### src/rss_params.svh
// constants of the reset source sequencer
`ifndef RSS_PARAMS_SVH
`define RSS_PARAMS_SVH
`define RSS_CLK_MHZ 100
`define RSS_POWERUP_DELAY_TIMER_MS 64
`define RSS_POWERUP_DELAY_TIMER_CYCLES (`RSS_POWERUP_DELAY_TIMER_MS * 1000 * `RSS_CLK_MHZ)
`define RSS_POWERUP_DELAY_TIMER_W 23
`define RSS_BOR_FILT_NS 1000
`define RSS_PIN_FILT_NS 200
`define RSS_BOR_FILT_CYCLES ((`RSS_BOR_FILT_NS * `RSS_CLK_MHZ + 999) / 1000)
`define RSS_PIN_FILT_CYCLES ((`RSS_PIN_FILT_NS * `RSS_CLK_MHZ + 999) / 1000)
`define RSS_FILT_W 8
`define RSS_ADR_W 4
`define RSS_ADR_BROWNOUT_CONTROL 4'h0
`define RSS_ADR_PIN_CONTROL 4'h4
`define RSS_ADR_RESET_STATUS 4'h8
`define RSS_BIT_SOFT_ENABLE 7
`define RSS_BIT_READY 0
`define RSS_BIT_PULLUP 0
`define RSS_BIT_PIN_LEVEL 1
`define RSS_BIT_CORE_RESET 0
`define RSS_BIT_BOR_HOLD 1
`define RSS_BIT_PIN_HOLD 2
`define RSS_BIT_PHASE_LO 4
`define RSS_BIT_PHASE_HI 5
`define RSS_SYNC_POR 0
`define RSS_SYNC_BELOW 1
`define RSS_SYNC_READY 2
`define RSS_SYNC_PIN 3
`define RSS_MODE_ALWAYS_ACTIVE 2'b11
`define RSS_MODE_OFF_IN_SLEEP 2'b10
`define RSS_MODE_SOFTWARE 2'b01
`define RSS_MODE_ALWAYS_INACTIVE 2'b00
`define RSS_RST_SOFT_ENABLE 1'b1
`define RSS_RST_PULLUP 1'b0
`define RSS_RST_SYNC 4'h8
`endif

### src/rss_pkg.sv
// types of the reset source sequencer
`include "rss_params.svh"
package rss_pkg;
  typedef enum logic [1:0] {
    RSS_PH_POWER = 2'b00,
    RSS_PH_TIMER = 2'b01,
    RSS_PH_OSC = 2'b10,
    RSS_PH_RUN = 2'b11
  } rss_phase_type;

  typedef struct packed {
    logic powerup_delay_enable_n;
    logic [1:0] brownout_mode_select;
    logic brownout_level_select;
    logic external_reset_pin_enable;
    logic low_voltage_program_enable;
  } rss_config_type;

  typedef struct packed {
    logic watchdog_timeout;
    logic reset_instruction;
    logic stack_overflow;
    logic stack_underflow;
    logic program_mode_exit;
  } rss_source_type;

  typedef struct packed {
    logic [3:0] sync1;
    logic [3:0] sync2;
    rss_phase_type phase;
    logic [`RSS_POWERUP_DELAY_TIMER_W-1:0] powerup_delay_timer_count;
    logic [`RSS_FILT_W-1:0] bor_count;
    logic bor_hold;
    logic [`RSS_FILT_W-1:0] pin_count;
    logic pin_filt;
    logic soft_enable;
    logic pullup_soft;
    logic core_reset;
    logic ack;
    logic [31:0] rdata;
  } rss_state_type;
endpackage : rss_pkg

### src/rss_top.sv
// reset source sequencer with a classic wishbone register slave
// Functional notes
// - many reset sources merge into one reset
// - hold reset until supply reaches power-on level
// - power-up timer gives 64 ms after power/brown-out
// - reset held while power-up timer runs
// - timer enabled when its config bit is zero
// - timer starts after power and brown-out release
// - brown-out holds reset while supply is low
// - two-bit field picks one of four modes
// - mode 11 always active, start waits ready
// - mode 10 off in sleep, wake waits ready
// - mode 01 follows soft enable, no wait
// - software mode protection ignores sleep
// - ready bit shows detector active state
// - soft enable bit 7 always rw, acts in 01
// - brown-out only after filter time elapses
// - one config bit selects brown-out level
// - pin reset off only if both bits zero
// - reset held while pin stays low
// - pin input filtered against short pulses
// - device never drives the reset pin
// - disabled pin is input, soft pull-up
// - run after timer, oscillator and pin release
//
// The placing of the registers and the Wishbone interface to the registers were chosen for this implementation.
`timescale 1ns/1ps
`include "rss_params.svh"
module rss_top #(
  parameter int unsigned POWERUP_DELAY_TIMER_CYCLES = `RSS_POWERUP_DELAY_TIMER_CYCLES,
  parameter int unsigned BOR_FILT_CYCLES = `RSS_BOR_FILT_CYCLES,
  parameter int unsigned PIN_FILT_CYCLES = `RSS_PIN_FILT_CYCLES
) (
  input wire logic clk_i,
  input wire logic rst_i,
  input wire logic wb_cyc_i,
  input wire logic wb_stb_i,
  input wire logic wb_we_i,
  input wire logic [`RSS_ADR_W-1:0] wb_adr_i,
  input wire logic [3:0] wb_sel_i,
  input wire logic [31:0] wb_dat_i,
  output logic [31:0] wb_dat_o,
  output logic wb_ack_o,
  input wire rss_pkg::rss_config_type config_i,
  input wire rss_pkg::rss_source_type source_i,
  input wire logic sleep_i,
  input wire logic oscillator_ready_i,
  input wire logic supply_above_por_i,
  input wire logic supply_below_threshold_i,
  input wire logic brownout_detector_ready_i,
  input wire logic external_reset_pin_i,
  output logic external_reset_pin_o,
  output logic external_reset_pin_oe_o,
  output logic pin_pullup_enable_o,
  output logic gpio_level_o,
  output logic brownout_detector_enable_o,
  output logic brownout_level_select_o,
  output logic wake_hold_o,
  output logic core_reset_o
);
  import rss_pkg::*;

  // ==========================================================
  // state and reset value
  // ==========================================================
  rss_state_type r;
  rss_state_type next_r;

  localparam rss_state_type RSS_RST = '{
    sync1: `RSS_RST_SYNC,
    sync2: `RSS_RST_SYNC,
    phase: RSS_PH_POWER,
    powerup_delay_timer_count: '0,
    bor_count: '0,
    bor_hold: 1'b0,
    pin_count: '0,
    pin_filt: 1'b1,
    soft_enable: `RSS_RST_SOFT_ENABLE,
    pullup_soft: `RSS_RST_PULLUP,
    core_reset: 1'b1,
    ack: 1'b0,
    rdata: 32'h0000_0000
  };

  localparam logic [`RSS_POWERUP_DELAY_TIMER_W-1:0] POWERUP_DELAY_TIMER_LAST =
    `RSS_POWERUP_DELAY_TIMER_W'(POWERUP_DELAY_TIMER_CYCLES - 1);
  localparam logic [`RSS_FILT_W-1:0] BOR_FILT_LAST =
    `RSS_FILT_W'(BOR_FILT_CYCLES);
  localparam logic [`RSS_FILT_W-1:0] PIN_FILT_LAST =
    `RSS_FILT_W'(PIN_FILT_CYCLES - 1);

  // ==========================================================
  // helpers
  // ==========================================================
  function automatic logic rss_hit(
    input logic [`RSS_ADR_W-1:0] adr,
    input logic [`RSS_ADR_W-1:0] target
  );
    rss_hit = (adr == target);
  endfunction : rss_hit

  // ==========================================================
  // combinational view of the synchronised inputs
  // ==========================================================
  logic por_ok;
  logic supply_below;
  logic det_ready;
  logic pin_level;
  logic det_enable;
  logic ready_status;
  logic protect;
  logic start_waits;
  logic start_ok;
  logic pin_enabled;
  logic pin_hold;
  logic power_fault;
  logic soft_reset;
  logic wb_req;
  logic wb_write;

  always_comb begin
    por_ok = r.sync2[`RSS_SYNC_POR];
    supply_below = r.sync2[`RSS_SYNC_BELOW];
    det_ready = r.sync2[`RSS_SYNC_READY];
    pin_level = r.sync2[`RSS_SYNC_PIN];
    // detector enable per mode
    unique case (config_i.brownout_mode_select)
      `RSS_MODE_ALWAYS_ACTIVE: begin
        det_enable = 1'b1;
      end
      `RSS_MODE_OFF_IN_SLEEP: begin
        det_enable = ~sleep_i;
      end
      `RSS_MODE_SOFTWARE: begin
        det_enable = r.soft_enable;
      end
      `RSS_MODE_ALWAYS_INACTIVE: begin
        det_enable = 1'b0;
      end
    endcase
    ready_status = det_enable & det_ready;
    protect = ready_status;
    start_waits =
      (config_i.brownout_mode_select == `RSS_MODE_ALWAYS_ACTIVE) |
      (config_i.brownout_mode_select == `RSS_MODE_OFF_IN_SLEEP);
    start_ok = por_ok & ~r.bor_hold &
      (~start_waits | (ready_status & ~supply_below));
    pin_enabled = config_i.external_reset_pin_enable |
      config_i.low_voltage_program_enable;
    pin_hold = pin_enabled & ~r.pin_filt;
    power_fault = ~por_ok | r.bor_hold |
      source_i.program_mode_exit;
    soft_reset = source_i.watchdog_timeout |
      source_i.reset_instruction |
      source_i.stack_overflow |
      source_i.stack_underflow;
    wb_req = wb_cyc_i & wb_stb_i & ~r.ack;
    wb_write = wb_req & wb_we_i & wb_sel_i[0];
  end

  // ==========================================================
  // next state
  // ==========================================================
  always_comb begin
    next_r = r;
    // two-stage synchronisers for the analog and pin inputs
    next_r.sync1[`RSS_SYNC_POR] = supply_above_por_i;
    next_r.sync1[`RSS_SYNC_BELOW] = supply_below_threshold_i;
    next_r.sync1[`RSS_SYNC_READY] = brownout_detector_ready_i;
    next_r.sync1[`RSS_SYNC_PIN] = external_reset_pin_i;
    next_r.sync2 = r.sync1;

    // ========================================================
    // brown-out noise filter
    // ========================================================
    if (protect & supply_below) begin
      if (r.bor_count == BOR_FILT_LAST) begin
        next_r.bor_hold = 1'b1;
      end else begin
        next_r.bor_count = r.bor_count + 1'b1;
      end
    end else begin
      next_r.bor_count = '0;
      next_r.bor_hold = 1'b0;
    end

    // ========================================================
    // reset pin noise filter
    // ========================================================
    if (pin_level != r.pin_filt) begin
      if (r.pin_count == PIN_FILT_LAST) begin
        next_r.pin_filt = pin_level;
        next_r.pin_count = '0;
      end else begin
        next_r.pin_count = r.pin_count + 1'b1;
      end
    end else begin
      next_r.pin_count = '0;
    end

    // ========================================================
    // start-up phases
    // ========================================================
    unique case (r.phase)
      RSS_PH_POWER: begin
        next_r.powerup_delay_timer_count = '0;
        if (start_ok) begin
          if (~config_i.powerup_delay_enable_n) begin
            next_r.phase = RSS_PH_TIMER;
          end else begin
            next_r.phase = RSS_PH_OSC;
          end
        end
      end
      RSS_PH_TIMER: begin
        if (r.powerup_delay_timer_count == POWERUP_DELAY_TIMER_LAST) begin
          next_r.phase = RSS_PH_OSC;
        end else begin
          next_r.powerup_delay_timer_count = r.powerup_delay_timer_count + 1'b1;
        end
      end
      RSS_PH_OSC: begin
        if (oscillator_ready_i) begin
          next_r.phase = RSS_PH_RUN;
        end
      end
      RSS_PH_RUN: begin
        next_r.phase = RSS_PH_RUN;
      end
    endcase
    if (power_fault) begin
      next_r.phase = RSS_PH_POWER;
      next_r.powerup_delay_timer_count = '0;
    end

    // combined core reset, released on a clock edge
    next_r.core_reset = (next_r.phase != RSS_PH_RUN) |
      pin_hold | soft_reset;

    // ========================================================
    // wishbone register slave
    // ========================================================
    next_r.ack = wb_req;
    next_r.rdata = 32'h0000_0000;
    if (wb_write & rss_hit(wb_adr_i, `RSS_ADR_BROWNOUT_CONTROL)) begin
      next_r.soft_enable = wb_dat_i[`RSS_BIT_SOFT_ENABLE];
    end
    if (wb_write & rss_hit(wb_adr_i, `RSS_ADR_PIN_CONTROL)) begin
      next_r.pullup_soft = wb_dat_i[`RSS_BIT_PULLUP];
    end
    if (wb_req & ~wb_we_i) begin
      if (rss_hit(wb_adr_i, `RSS_ADR_BROWNOUT_CONTROL)) begin
        next_r.rdata[`RSS_BIT_SOFT_ENABLE] = r.soft_enable;
        next_r.rdata[`RSS_BIT_READY] = ready_status;
      end
      if (rss_hit(wb_adr_i, `RSS_ADR_PIN_CONTROL)) begin
        next_r.rdata[`RSS_BIT_PULLUP] = r.pullup_soft;
        next_r.rdata[`RSS_BIT_PIN_LEVEL] = pin_level;
      end
      if (rss_hit(wb_adr_i, `RSS_ADR_RESET_STATUS)) begin
        next_r.rdata[`RSS_BIT_CORE_RESET] = r.core_reset;
        next_r.rdata[`RSS_BIT_BOR_HOLD] = r.bor_hold;
        next_r.rdata[`RSS_BIT_PIN_HOLD] = pin_hold;
        next_r.rdata[`RSS_BIT_PHASE_HI:`RSS_BIT_PHASE_LO] = r.phase;
      end
    end
  end

  // ==========================================================
  // state register
  // ==========================================================
  always_ff @(posedge clk_i) begin
    if (rst_i) begin
      r <= RSS_RST;
    end else begin
      r <= next_r;
    end
  end

  // ==========================================================
  // outputs
  // ==========================================================
  assign wb_dat_o = r.rdata;
  assign wb_ack_o = r.ack;
  assign core_reset_o = r.core_reset;
  assign external_reset_pin_o = 1'b0;
  assign external_reset_pin_oe_o = 1'b0;
  assign pin_pullup_enable_o = pin_enabled | r.pullup_soft;
  assign gpio_level_o = r.sync2[`RSS_SYNC_PIN];
  assign brownout_detector_enable_o = det_enable;
  assign brownout_level_select_o =
    config_i.brownout_level_select;
  assign wake_hold_o = (config_i.brownout_mode_select ==
    `RSS_MODE_OFF_IN_SLEEP) & ~ready_status;
endmodule : rss_top

### config.mk
export PLATFORM = sky130hd
export DESIGN_NAME = rss_top
export DESIGN_NICKNAME = d
export VERILOG_FILES = /design/src/rss_pkg.sv /design/src/rss_top.sv
export VERILOG_INCLUDE_DIRS = /design/src
export SDC_FILE = /design/constraint.sdc
export NUM_CORES = 1
export LEC_CHECK = 0
export ABC_AREA = 1
export BUFFER_PORTS_ARGS = -buffer_cell sky130_fd_sc_hd__buf_2
export CORE_MARGIN = 2
export CORE_UTILIZATION = 57
export CTS_BUF_LIST = sky130_fd_sc_hd__clkbuf_4
export DETAILED_ROUTE_END_ITERATION = 10
export PLACE_DENSITY = 0.87
export RECOVER_POWER = 50
export SETUP_SLACK_MARGIN = 0.02
export SLEW_MARGIN = 15
export SYNTH_ARGS = -nofsm -noshare
export SYNTH_HDL_FRONTEND = slang
export SYNTH_SLANG_ARGS = --single-unit
### constraint.sdc
create_clock -name clk_i -period 3.9 [get_ports clk_i]
set_input_delay 0.585 -clock clk_i [delete_from_list [all_inputs] [get_ports clk_i]]
set_output_delay 0.585 -clock clk_i [all_outputs]
set_load 0.02 [all_outputs]
==> results.md <==
- Crit path launch: r[54]
- Clock Sinks: 61
- R2r endpoint: r[75]
- Post-route cell area: 0.00360 mm2
- Worst EP arrival: 2470 ps
- Core area: around 0.0056 mm2
- Post CTS Setup Buffer Count: 0
- Worst Path Required: about 4200 ps
- Gr usage total: 23.4%
- CTS Root Cell: clkbuf_4
- R2r startpoint: r[54]
- Mapped Cells: 505
- Vias in the first global route: 2845
- Relative slew slack: between 30% and 40%
- Post-DP Area: 0.00346 mm2
- # rows: 27
- First-pass GRT wire length: 11800 um
- I/O pins: 103
- Post-Route Setup TNS: 0 ps
- VDD IR max: 287 uV
- Drt wl/cell: roughly 11 um
- Final setup violation count: 0
- Maximum clock insertion buffer count: 2
- HP Class: primary input to register
- Ys flop type: dfxtp_1
- Most common cell after layout, fill and taps aside: nand2_1
- Max Clock Skew: 16.6 ps
- Achievable frequency: around 0.46 GHz
- Fin crit period: 2180 ps
- Starting Density: between 60% and 70%
- Worst Setup Start Kind: register
- CP Class: register to register
- DRC viols: 0
- Crit end category: register
- Total wire length: 6900 um
- Vias per cell: 5.03
- Global route total overflow: 0
- Die area: between 0.006 and 0.007 mm2
- Hold-fix buffers at CTS: 0
- Clock transition at path regs: roughly 130 ps
- Post-route antenna net violation count: 0
- CTS tree: yes
- Sequential fraction of the synthesis area: ~36%
- Dpl hpwl: 5230 um
- Worst skew pair latency: 420 ps
- Post-synth cell types: 36
- # port buffers: 39
- DR iter-0 viols: approximately 230
- Commonest non-fill, non-tap cells in the layout: nand2_1 (115), nor2_1 (76), inv_1 (62), dfxtp_1 (61), nand3_1 (43)
- Syn. warnings: 0
- Post-Syn Area: approximately 0.0034 mm2
- Async S/R FF share, synth: 0%
- Cts bufs inserted: 9
- Outcome: finished, final reports clean
- Post-CTS sizing: 0
- Initial antenna violation count: 0
- First-pass iteration count of the detailed router: 4
- RD Place Congestion: 0.976
- Pwr dens: 324 mW/mm2
- Crit-path max FO: 18
- Die width: 80.9 um
- Chip height: 80.9 um
- Setup crit end: r[75]
- Vias: a little over 3000
- Final Max Slew Viols: 0
- Tightest Pin Transition: approximately 950 ps
- Mean Syn Cell Area: 6.67 um2
- Leakage power: 1.41 nW
- Htree depth: 3
- Reg2reg setup slack: 1720 ps
- RSZ-0062 raised after global routing: no
- Diode count: 0
- Max-cap viol count: 0
- Fraction of layout cells with a size suffix above 1: 11.4%
- Cells on worst reg2reg path: 8
- Largest net degree at the start of global routing: 22
- Area Overhead vs Synth: 6.87%
- Number of synthesized flops with an enable pin: 0
- Fin. Hold Viols: 0
- Number of cells on the worst hold path: 2
- Final worst path period share: 56.0%
- Nets: a little over 600
- Synthesized flop and latch total: 61
- Filler Cells Inserted: 532
flip-flops by register name, summed over array words and instances (netlist names):
signal,flops
next_r,4
por_ok,1
wb_dat_o,6
wb_ack_o,1
core_reset_o,1
r,46
gpio_level_o,1
det_ready,1
report_power, final:
part / switching (W) / internal (W) / total, W
sequential: 0.00000204 / 0.000628 / 0.000630
clock: 0.000267 / 0.000203 / 0.000470
combinational: 0.0000481 / 0.0000172 / 0.0000653
worst max-delay path, stage by stage (launching register included):
cell	delay [ps]
dfxtp_1	450
ha_1	310
nand3_1	240
nor2_4	260
nand3_4	110
o21ai_4	430
nor2_1	100
nor2_1	100
nor2_1	40
synth_stat cells (6+ instances only):
library cell / instances / area share, %
nor3_1: 9 / 1.3
xor2_1: 7 / 1.8
nand2_1: 115 / 13
nor2_1: 76 / 8.5
o21ai_0: 9 / 1.3
or2_2: 6 / 1.1
buf_4: 35 / 7.8
nand4_1: 13 / 2.4
dfxtp_1: 61 / 36
nand3_1: 43 / 6.4
inv_1: 62 / 6.9
a21oi_1: 34 / 5.1
final cells by class:
cell class | instances | area, um2 | area share, %
Multi-Input combinational cell | 367 | 1720 | 47.7
Inverter | 62 | 233 | 6.47
Clock buffer | 9 | 67.6 | 1.88
Clock inverter | 7 | 81.3 | 2.26
Sequential cell | 61 | 1220 | 33.9
Timing Repair Buffer | 39 | 190 | 5.28
Tap cell | 72 | 90.1 | 2.50
logic make-up after synthesis:
group | synth area share, %
AOI/OAI and AO/OA | 8.28
xor gates and xnor gates | 2.08
other | 0.111
buffers and inverters | 15.8
DFF | 36.3
and+or+nand+nor | 36.0
adders and majority gates | 1.49
per-layer routing:
layer / vias up / global-route usage (%) / wire, um
met3: 14 / 7.67 / 428
met4: 0 / 9.66 / 148
li1: 1624 / - / -
met5: - / 0 / 0
met2: 87 / 39.6 / 3260
met1: 1381 / 27.2 / 3060
stage by stage:
| stage | utilization [%] | worst slack [ps] | total power (W) | hold slack [ps] | cells |
|---|---|---|---|---|---|
| 2_1_floorplan | - | 2180 | 0.000710 | 388 | 532 |
| 3_3_place_gp | 61.6 | 1720 | 0.000707 | 389 | 601 |
| 3_5_place_dp | 61.6 | 1700 | 0.000709 | 395 | 601 |
| 4_1_cts | 64.3 | 1700 | 0.00117 | 328 | 617 |
| 5_1_grt | 64.2 | 1520 | 0.00122 | 309 | 617 |
| 6_report | 64.2 | 1720 | 0.00117 | 349 | 617 |
worst min path at each step:
stage,start,end
after floorplan,next_r[81],det_ready
after global placement,next_r[80],r[80]
after detailed placement,next_r[79],por_ok
after CTS,supply_above_por_i,next_r[79]
after global routing,external_reset_pin_i,next_r[82]
final,external_reset_pin_i,next_r[82]
Note: power is estimated with default switching activity, not from simulation.
